[config.mk]
export PLATFORM = sky130hd
export DESIGN_NAME = wor_irq_ctrl
export DESIGN_NICKNAME = d
export VERILOG_FILES = /design/src/hw/wor_pkg.sv /design/src/hw/wor_irq_ctrl.sv /design/src/hw/wor_sync.sv
export SDC_FILE = /design/constraint.sdc
export NUM_CORES = 1
export LEC_CHECK = 0
export BUFFER_PORTS_ARGS = -buffer_cell sky130_fd_sc_hd__buf_2
export CAP_MARGIN = 20
export CORE_ASPECT_RATIO = 1.1
export CORE_UTILIZATION = 55
export DETAILED_ROUTE_END_ITERATION = 10
export PLACE_DENSITY = 0.8
export SLEW_MARGIN = 25
export SYNTH_ARGS = -nofsm -noshare
export SYNTH_HDL_FRONTEND = slang
export SYNTH_SLANG_ARGS = --single-unit
[constraint.sdc]
create_clock -name clk -period 3.7 [get_ports clk]
set_clock_uncertainty 0.15 [all_clocks]
set_input_delay 0.37 -clock clk [delete_from_list [all_inputs] [get_ports clk]]
set_output_delay 0.37 -clock clk [all_outputs]
set_load 0.01 [all_outputs]
[src/hw/wor_pkg.sv]
// Constants, field layouts and carrier types for the wired-OR interrupt enable block.
// Assumes a 32-bit APB register bus with byte addresses and a single 50 MHz clock.
package wor_pkg;
    localparam int ADDR_W = 8;
    localparam int DATA_W = 32;
    localparam int PORT_W = 8;
    localparam int PORT_N = 3;

    // Printed offset of the control register is an index; byte address is four times it
    localparam logic [ADDR_W-1:0] CTRL_INDEX = 8'h07;
    localparam logic [ADDR_W-1:0] ADDR_CTRL = 8'h1C;
    localparam logic [ADDR_W-1:0] ADDR_DATA_BASE = 8'h00;
    localparam logic [ADDR_W-1:0] ADDR_DIR_BASE = 8'h10;
    localparam logic [ADDR_W-1:0] ADDR_IRQ_STATUS = 8'h20;
    localparam logic [ADDR_W-1:0] ADDR_IRQ_MASK = 8'h24;
    localparam logic [ADDR_W-1:0] ADDR_PIN_STATE = 8'h28;

    localparam int PORT_A = 0;
    localparam int PORT_B = 1;
    localparam int PORT_C = 2;

    // Control register field positions
    localparam int BIT_IRQ_ENABLE = 7;
    localparam int BIT_CAN_ASLEEP = 6;
    localparam int BIT_EXT_CLOCK = 3;
    localparam int BIT_EE_ERASE = 2;
    localparam int BIT_EE_LATCH = 1;
    localparam int BIT_EE_PUMP = 0;
    localparam logic [7:0] CTRL_RESET = 8'h00;
    localparam logic [PORT_W-1:0] DIR_RESET = 8'h00;
    localparam logic [PORT_W-1:0] DATA_RESET = 8'h00;

    // Interrupt status / mask bit positions
    localparam int IRQ_W = 3;
    localparam int EV_WIRED_OR = 0;
    localparam int EV_CAN_SLEEP = 1;
    localparam int EV_CAN_WAKE = 2;
    localparam logic [IRQ_W-1:0] IRQ_RESET = 3'h0;

    typedef struct packed {
        logic irqEnable;
        logic canAsleep;
        logic extClock;
        logic eeErase;
        logic eeLatch;
        logic eePump;
    } wor_ctrl_t;

    localparam wor_ctrl_t CTRL_FIELDS_RESET = '{default: 1'b0};

    typedef struct packed {
        logic pready;
        logic pslverr;
        logic [DATA_W-1:0] prdata;
    } wor_apb_rsp_t;
endpackage : wor_pkg

[src/hw/wor_irq_ctrl.sv]
// Wired-OR interrupt enable block with APB register access, ports A/B/C and event interrupts.
// Assumes pins are asynchronous, the CAN asleep level comes from logic on clk, reset is synchronous.
`timescale 1ns/1ps
module wor_irq_ctrl #(
    parameter bit WIRED_OR_MASK_OPTION = 1'b1
) (
    input wire logic clk,                                               // 50 MHz clock
    input wire logic rst,                                               // Synchronous reset, active high
    input wire logic psel,                                              // APB select
    input wire logic penable,                                           // APB access phase
    input wire logic pwrite,                                            // APB write
    input wire logic [wor_pkg::ADDR_W-1:0] paddr,                       // APB byte address
    input wire logic [wor_pkg::DATA_W-1:0] pwdata,                      // APB write data
    output logic [wor_pkg::DATA_W-1:0] prdata,                          // APB read data
    output logic pready,                                                // APB ready
    output logic pslverr,                                               // APB error on unmapped address
    input wire logic [wor_pkg::PORT_N*wor_pkg::PORT_W-1:0] portIn,      // Port pin levels
    output logic [wor_pkg::PORT_N*wor_pkg::PORT_W-1:0] portOut,         // Port pin drive values
    output logic [wor_pkg::PORT_N*wor_pkg::PORT_W-1:0] portOe,          // Port pin output enables
    input wire logic wired_or_irq_pin,                                  // Dedicated wired-OR pin
    input wire logic canAsleep,                                         // CAN controller sleep level
    output logic wiredOrIrq,                                            // Wired-OR interrupt request
    output logic extClockOption,                                        // Clock output option bit
    output logic [2:0] eeControl,                                       // Erase, latch, pump bits
    output logic irq                                                    // Level interrupt
);
    import wor_pkg::*;

    localparam int PINS_W = PORT_N * PORT_W;

    logic [PINS_W-1:0] pinSync;
    logic dedSync;
    logic [PORT_N-1:0][PORT_W-1:0] dataReg, next_dataReg;
    logic [PORT_N-1:0][PORT_W-1:0] dirReg, next_dirReg;
    wor_ctrl_t ctrl, next_ctrl;
    logic [IRQ_W-1:0] status, next_status;
    logic [IRQ_W-1:0] mask, next_mask;
    logic woReq, next_woReq;
    logic canPrev;
    logic irqLevel, next_irqLevel;
    wor_apb_rsp_t rsp, next_rsp;
    logic [PORT_W-1:0] bIn;
    logic [PORT_W-1:0] bCond;
    logic [IRQ_W-1:0] events;
    logic [1:0] portIdx;
    logic setup;
    logic [PORT_N-1:0][PORT_W-1:0] pinWord;

    wor_sync #(.WIDTH(PINS_W + 1)) u_sync (
        .clk(clk),
        .rst(rst),
        .async({wired_or_irq_pin, portIn}),
        .synced({dedSync, pinSync})
    );

    assign pinWord = pinSync;
    assign bIn = pinWord[PORT_B];
    // Pins driven as outputs are excluded from the request
    assign bCond = bIn & ~dirReg[PORT_B];
    // Dedicated pin is high-level sensitive, port B inputs are ORed in, enable gates all
    assign next_woReq = ctrl.irqEnable & (dedSync | (|bCond));

    // Events: rising request, CAN entering sleep, CAN waking
    assign events[EV_WIRED_OR] = next_woReq & ~woReq;
    assign events[EV_CAN_SLEEP] = canAsleep & ~canPrev;
    assign events[EV_CAN_WAKE] = ~canAsleep & canPrev;

    assign setup = psel & ~penable;
    assign portIdx = paddr[3:2];

    // Register writes, status updates and the read mux
    always_comb begin
        next_dataReg = dataReg;
        next_dirReg = dirReg;
        next_ctrl = ctrl;
        next_mask = mask;
        next_status = status;
        next_rsp = '0;

        // Flag mirrors the controller state
        next_ctrl.canAsleep = canAsleep;

        if (setup) begin
            next_rsp.pready = 1'b1;
            if (paddr[1:0] != 2'b00) begin
                next_rsp.pslverr = 1'b1;
            end else if (paddr == ADDR_CTRL) begin
                next_rsp.prdata[BIT_IRQ_ENABLE] = ctrl.irqEnable;
                next_rsp.prdata[BIT_CAN_ASLEEP] = ctrl.canAsleep;
                next_rsp.prdata[BIT_EXT_CLOCK] = ctrl.extClock;
                next_rsp.prdata[BIT_EE_ERASE] = ctrl.eeErase;
                next_rsp.prdata[BIT_EE_LATCH] = ctrl.eeLatch;
                next_rsp.prdata[BIT_EE_PUMP] = ctrl.eePump;
            end else if (paddr >= ADDR_DATA_BASE && paddr < ADDR_DATA_BASE + 8'h0C) begin
                // Inputs read the pin, outputs read back the latch
                next_rsp.prdata[PORT_W-1:0] = (pinWord[portIdx] & ~dirReg[portIdx])
                                            | (dataReg[portIdx] & dirReg[portIdx]);
            end else if (paddr >= ADDR_DIR_BASE && paddr < ADDR_DIR_BASE + 8'h0C) begin
                next_rsp.prdata[PORT_W-1:0] = dirReg[portIdx];
            end else if (paddr == ADDR_IRQ_STATUS) begin
                next_rsp.prdata[IRQ_W-1:0] = status;
            end else if (paddr == ADDR_IRQ_MASK) begin
                next_rsp.prdata[IRQ_W-1:0] = mask;
            end else if (paddr == ADDR_PIN_STATE) begin
                next_rsp.prdata[PINS_W-1:0] = pinSync;
                next_rsp.prdata[PINS_W] = dedSync;
            end else begin
                next_rsp.pslverr = 1'b1;
            end
        end

        // Writes take effect at the access-phase edge, which the slave completes in one cycle
        if (psel && penable && pwrite && pready && !pslverr) begin
            if (paddr == ADDR_CTRL) begin
                // Enable can only stick when the mask option is fitted
                next_ctrl.irqEnable = WIRED_OR_MASK_OPTION & pwdata[BIT_IRQ_ENABLE];
                next_ctrl.extClock = pwdata[BIT_EXT_CLOCK];
                next_ctrl.eeLatch = pwdata[BIT_EE_LATCH];
                // Erase and pump bits cannot stand while the latch is clear
                next_ctrl.eeErase = pwdata[BIT_EE_LATCH] & pwdata[BIT_EE_ERASE];
                next_ctrl.eePump = pwdata[BIT_EE_LATCH] & pwdata[BIT_EE_PUMP];
            end else if (paddr >= ADDR_DATA_BASE && paddr < ADDR_DATA_BASE + 8'h0C) begin
                next_dataReg[portIdx] = pwdata[PORT_W-1:0];
            end else if (paddr >= ADDR_DIR_BASE && paddr < ADDR_DIR_BASE + 8'h0C) begin
                next_dirReg[portIdx] = pwdata[PORT_W-1:0];
            end else if (paddr == ADDR_IRQ_STATUS) begin
                next_status = status & ~pwdata[IRQ_W-1:0];
            end else if (paddr == ADDR_IRQ_MASK) begin
                next_mask = pwdata[IRQ_W-1:0];
            end
        end

        // A new event beats a clear in the same cycle
        next_status = next_status | events;
        next_irqLevel = |(next_status & next_mask);
    end

    always_ff @(posedge clk) begin
        if (rst) begin
            dataReg <= '{default: DATA_RESET};
            dirReg <= '{default: DIR_RESET};
            ctrl <= CTRL_FIELDS_RESET;
            status <= IRQ_RESET;
            mask <= IRQ_RESET;
            woReq <= 1'b0;
            canPrev <= 1'b0;
            irqLevel <= 1'b0;
            rsp <= '0;
        end else begin
            dataReg <= next_dataReg;
            dirReg <= next_dirReg;
            ctrl <= next_ctrl;
            status <= next_status;
            mask <= next_mask;
            woReq <= next_woReq;
            canPrev <= canAsleep;
            irqLevel <= next_irqLevel;
            rsp <= next_rsp;
        end
    end

    // Output stage: everything below is a plain flop copy
    always_ff @(posedge clk) begin
        if (rst) begin
            portOut <= '0;
            portOe <= '0;
            wiredOrIrq <= 1'b0;
            extClockOption <= 1'b0;
            eeControl <= 3'h0;
            irq <= 1'b0;
        end else begin
            portOut <= next_dataReg;
            portOe <= next_dirReg;
            wiredOrIrq <= next_woReq;
            extClockOption <= next_ctrl.extClock;
            eeControl <= {next_ctrl.eeErase, next_ctrl.eeLatch, next_ctrl.eePump};
            irq <= next_irqLevel;
        end
    end

    assign prdata = rsp.prdata;
    assign pready = rsp.pready;
    assign pslverr = rsp.pslverr;
endmodule : wor_irq_ctrl

[src/hw/wor_sync.sv]
// Two-flop synchroniser for a bus of asynchronous pin levels.
// Assumes inputs may change at any time relative to clk.
`timescale 1ns/1ps
module wor_sync #(
    parameter int WIDTH = 1
) (
    input wire logic clk,                 // System clock
    input wire logic rst,                 // Synchronous reset, active high
    input wire logic [WIDTH-1:0] async,   // Asynchronous levels
    output logic [WIDTH-1:0] synced       // Levels in the clk domain
);
    logic [WIDTH-1:0] meta;

    always_ff @(posedge clk) begin
        if (rst) begin
            meta <= '0;
            synced <= '0;
        end else begin
            meta <= async;
            synced <= meta;
        end
    end
endmodule : wor_sync

## After elaboration in Yosys (flattened, before gate mapping)

Cells that the tools add are included.

| storage, ports and cells | value |
|---|---|
| register bits | 197 |
| bits of input ports | 71 |
| output and inout port bits | 88 |
| logic and storage cells | 126 |

| operators by class | value |
|---|---|
| order comparisons | 6 |
| equality and inequality tests | 4 |
| muxes and demuxes | 49 |
| bitwise logic cells | 24 |
| reductions and logical operators | 16 |

Operators by type and width:

| kind | number |
|---|---|
| $mux 24 | 9 |
| $bmux 8 s2 | 3 |
| $bwmux 24 | 2 |
| $mux 8 | 6 |
| $mux 22 | 2 |
| $mux 3 | 13 |
| $mux 25 | 1 |
| $and 8x8->8 | 3 |
| $eq 8x6->1 const B | 3 |
| $demux 8 s2 | 1 |
| $not 8->8 | 2 |
| $mux 4 | 3 |
| $reduce_or 9->1 | 1 |
| $eq 8x5->1 const B | 1 |
| $ge 8x1->1 const B | 1 |
| $ge 8x5->1 const B | 1 |
| $lt 8x4->1 const B | 1 |
| $lt 8x5->1 const B | 1 |
| $or 8x8->8 | 1 |
| $reduce_or 8->1 | 1 |
| $and 1x1->1 | 7 |
| $logic_and 1x1->1 | 7 |
| $mux 1 | 7 |
| $and 3x3->3 | 2 |
| other kinds (13) | 20 |

## Logic depth before layout (Yosys ltp)

| depth | value |
|---|---|
| depth after elaboration | 10 |
| gate-level depth with buffers | 9 |
| depth with buffers taken out | 5 |

## Cells and area by module

From an unflattened synthesis, not the netlist that was laid out.

| unflattened totals | value |
|---|---|
| cells, all modules | 527 |
| area, all modules | 5497.8 µm² |

By module, submodules not included:

| module | instances | cells each | area an instance (µm²) | seq. area each (µm²) |
|---|---|---|---|---|
| wor_irq_ctrl | 1 | 422 | 4159.0 | 1781.7 |
| wor_sync | 1 | 105 | 1338.8 | 1001.0 |

## Worst setup path after synthesis

OpenSTA, ideal clock, no wires.

| path | value |
|---|---|
| path type | input-to-reg |
| start point | input port paddr[6] in the netlist's numbering |
| end point | register portOe[11] in the netlist's numbering |
| library setup time | 128 ps |
| data arrival time | 1599 ps |
| data required time | 3422 ps |
| setup slack | 1824 ps |
| stages | 7 |
| path buffers | 2 |
| cells stage by stage | or3_4 -> nor3b_2 -> buf_4 -> and3_4 -> buf_12 -> mux2i_1 -> nor2_1 |

| on the way | value |
|---|---|
| word-level cells in the longest chain between the ends | 7 |
| elaborated cells between the ends (all ways) | 12 |
| those cells by class | 4 x order compare; 1 x eq/ne; 5 x mux; 2 x reduce/logical |

Ends and longest elaborated chain:

| element | RTL line | text |
|---|---|---|
| start, declared | wor_irq_ctrl.sv:12 | `input wire logic [wor_pkg::ADDR_W-1:0] paddr,` |
| $ge 8x5->1 / $lt 8x5->1 (equally long branches) | wor_irq_ctrl.sv:124 | `end else if (paddr >= ADDR_DIR_BASE && paddr < ADDR_DIR_BASE + 8'h0C) begin` |
| $logic_and 1x1->1 | wor_irq_ctrl.sv:124 |  |
| $mux 24 | wor_irq_ctrl.sv:124 |  |
| $mux 24 | wor_irq_ctrl.sv:122 | `end else if (paddr >= ADDR_DATA_BASE && paddr < ADDR_DATA_BASE + 8'h0C) begin` |
| $mux 24 (*) | wor_irq_ctrl.sv:114 | `if (paddr == ADDR_CTRL) begin` |
| $mux 24 (*) | wor_irq_ctrl.sv:113 | `if (psel && penable && pwrite && pready && !pslverr) begin` |
| $mux 24 (*) | -- |  |
| end signal, assigned | wor_irq_ctrl.sv:173 | `portOe <= next_dirReg;` |
| end, declared | wor_irq_ctrl.sv:19 | `output logic [wor_pkg::PORT_N*wor_pkg::PORT_W-1:0] portOe,` |

Mark *: on every way between the ends. The rest lies on a longest branch, timed or not.
A chain may end at the register's enable or synchronous reset.

## Worst setup path after layout

| path | value |
|---|---|
| start point | input port penable |
| end point | register portOe[3] in the netlist's numbering |

| on the way | value |
|---|---|
| word-level cells in the longest chain between the ends | 6 |

Ends and longest elaborated chain:

| element | RTL line | text |
|---|---|---|
| start, declared | wor_irq_ctrl.sv:10 | `input wire logic penable,` |
| $logic_and 1x1->1 (4 in series) | wor_irq_ctrl.sv:113 |  |
| $mux 24 | wor_irq_ctrl.sv:113 |  |
| $mux 24 | -- |  |

Every way passes these cells.

==> results.py <==
metrics = {
    "outcome": {
        "status": "finished clean",
    },
    "final_layout": {
        "finalNetCount": 745,
        "final_cells": 804,
        "seq_area_um2": 2780,
        "drive_gt1_share_pct": 26.1,
        "nFillCells": 660,
        "diodes": 0,
        "area_delta_synth_final_pct": 26.3,
        "multi_input_area_um2": 2350,
    },
    "timing": {
        "final_max_slew_viol_count": 0,
        "rsz0062_at_grt": "false",
        "hold_slack_ns": 0.0144,
        "setup_slack_ns": 1.44,
        "setup_violations": 0,
        "layout_min_cycle_time_ns": 2.26,
        "fmax_ghz": 0.442,
        "tightest_slew_ns": 0.622,
        "slew-limit-headroom_pct": 58.5,
        "fin_setup_tns_ns": 0,
        "hold_viol": 0,
        "timing.final.crit_share_pct": 61.1,
    },
    "critical_path": {
        "crit_fanout": 12,
        "slowest_stage": "and3_1",
        "regToRegSetupSlack_ns": 1.65,
        "critical_path_class": "in -> reg",
        "crit_required_ns": 3.95,
        "crit_buf_inv": 3,
        "crit_arrival_ns": 2.51,
        "cp-end-kind": "flop",
        "slowest_delay_ns": 0.53,
        "crit_chain": "dlygate4sd3_1 > buf_2 > nand3_1 > nor3b_1 > buf_4 > and3_1 > mux2i_1 > nor2_1",
        "crit_family": "simple AND/OR/NAND/NOR gates",
        "worstSetupStartpointType": "input pin",
    },
    "floorplanning": {
        "die_area_um2": 10300,
        "num_io_pins": 159,
        "start_util_pct": 57.2,
        "die_h_um": 106,
        "core_area_um2": 9490,
        "rows": 37,
        "chipWidth_um": 96.7,
    },
    "clock_tree": {
        "cts_buffers": 17,
        "htreeDepth": 4,
        "clock_latency_ns": 0.54,
        "cts_tree": "done",
        "cts_sinks": 139,
        "ctsRootBufferMaster": "clkbuf_8",
        "clkSlewWorstSetupHoldPaths_ns": 0.07,
        "post_cts_buffers": 0,
        "clk_path_buf_depth": 2,
    },
    "synthesis": {
        "synth_top_area_share_pct": 51.2,
        "synth.yosys.seq_area_share_pct": 51.2,
        "synth_seq_cells": 139,
        "yosysWarnings": 0,
        "yosysUniqueCellTypes": 47,
        "synthCells": 533,
        "synth_edf_count": 0,
        "avgSynthCellArea_um2": 10.2,
        "synthTopCellsByArea": "dfxtp_1 (51%), mux2i_1 (14%), nor2b_1 (6.5%)",
        "synth_common_cells": "dfxtp_1 (139), mux2i_1 (78), nor2b_1 (56), nor2_1 (55), nand2_1 (27)",
        "synthArstFlopShare_pct": 0,
        "post-synth-top-count-cell": "dfxtp_1",
        "netlist_area_um2": 5430,
        "synth_ff_type": "dfxtp_1",
        "yosys.area.top_type": "dfxtp_1",
    },
    "route": {
        "viasPerCell": 5.47,
        "totalWireLength_mm": 13.6,
        "vias": 4396,
        "drt_first_pass_iters": 9,
        "ant_nets": 0,
        "route.detailed.drc": 0,
        "first_iter_violations": 321,
        "wl_per_cell_um": 17.0,
    },
    "global_route": {
        "grt.busiest_layer": "met2",
        "grt_use_met1_pct": 33.2,
        "met3_usage_pct": 6.84,
        "grt_usage_pct": 27.8,
        "grt_max_degree": 66,
        "grt_pass1_wl_mm": 21.9,
        "first_global_vias": 4287,
        "antenna_found_initial": 0,
        "grt_overflow_total": 0,
        "met2_usage_pct": 46.7,
    },
    "placement": {
        "dpl.hpwl_mm": 9.29,
        "io_buffers": 127,
        "placed_cells": 744,
        "gp_congestion": 0.908,
        "post-place-ws_ns": 1.23,
    },
    "power": {
        "total_power_mw": 3.28,
        "p_leak_nw": 3.09,
        "powerDensity_nw_per_um2": 479,
        "peakVddDrop_mv": 0.286,
    },
    "job": {
        "drv_cap": 0,
    },
    "min_path": {
        "hp-class": "in -> reg",
    },
}
[final cells by class]
class                           instances  share of cell area (%)
Sequential cell                       139                    40.6
Multi-Input combinational cell        343                    34.2
Timing Repair Buffer                  163                    14.3
Clock buffer                           17                    6.04
Clock inverter                         15                    2.21
Tap cell                              117                    2.13
Inverter                               10                   0.547
[layer usage]
metal / vias up / routed length (um) / share of wire, %
met3: 36 / 971 / 7.1
met2: 204 / 6680 / 49
met4: 0 / 483 / 3.5
met5: - / 0 / 0
met1: 2061 / 5510 / 40
li1: 2095 / - / -
[worst paths after layout]
path,startpoint,to,cells past startpoint
min reg2reg,u_sync.meta[5],u_sync.synced[5],1
min,pwdata[6],portOut[14],3
max,penable,portOe[3],8
max reg2reg,pready,portOe[3],5
[through the flow]
stage	util, %	area, um^2
after floorplan	-	5450
after global placement	63.4	6010
after CTS	72.3	6860
after detailed placement	63.4	6010
after global routing	72.3	6860
final	72.3	6860
[worst reg2reg max path, cell delays in order (launching register included)]
cell and delay (ns):
dfxtp_1 0.36, nor3b_1 0.28, buf_4 0.27, and3_1 0.53, mux2i_1 0.27, nor2_1 0.06
[cells by family (layout without fill, tap and decap cells)]
group / count (synthesis) / count (layout) / share of synthesized area [%]
simple gates: 192 / 192 / 19.5
flops: 139 / 139 / 51.2
mux: 80 / 80 / 14.8
compound gates: 64 / 64 / 8.46
buf+inv: 57 / 205 / 5.97
other cells: 1 / 7 / 0.0691
[flip-flops by register name, indices dropped and copies added (netlist names)]
signal,flops
prdata,25
portOut,23
portOe,23
u_sync.synced,25
dataReg,1
canPrev,1
dirReg,1
status,3
pready,1
u_sync.meta,25
eeControl,2
wiredOrIrq,1
extClockOption,1
mask,3
irq,1
ctrl,2
pslverr,1
[repair_timing]
action                                 4_1_cts  5_1_grt
endpoints found under the hold margin       27        0
resized for setup                            0        0
hold buffers                                28        0
[report_power, final]
part	switching, mW	total (mW)	leakage (nW)	internal, mW
clock	0.722	1.58	0.272	0.860
sequential	0.0145	1.54	1.13	1.52
combinational	0.0865	0.162	1.68	0.0751
[layout by cell type (no fill, tap or decap), types with 2 or more instances in the layout]
master         count
a21oi_1           10
nand3b_1           3
clkinvlp_4         2
nor2b_1           55
nand4_1            2
inv_1             10
mux2i_1           78
nand3_4            2
clkbuf_16         16
dfxtp_1          139
buf_2            126
nand2_1           27
clkinv_4           3
o2bb2ai_1         12
nand2b_1           2
o21ai_0           10
and3_4             2
a22oi_1            4
dlygate4sd3_1     28
clkinv_8           2
nor3_1             4
mux2_2             2
inv_8              3
nor3b_1            2
a222oi_1           5
and2_1            19
inv_6              5
nor2_1            55
o211ai_1          12
conb_1             7
nand3_1            6
a31oi_1            4
and3_1             2
buf_4              9
(Power assumes the default switching activity.)
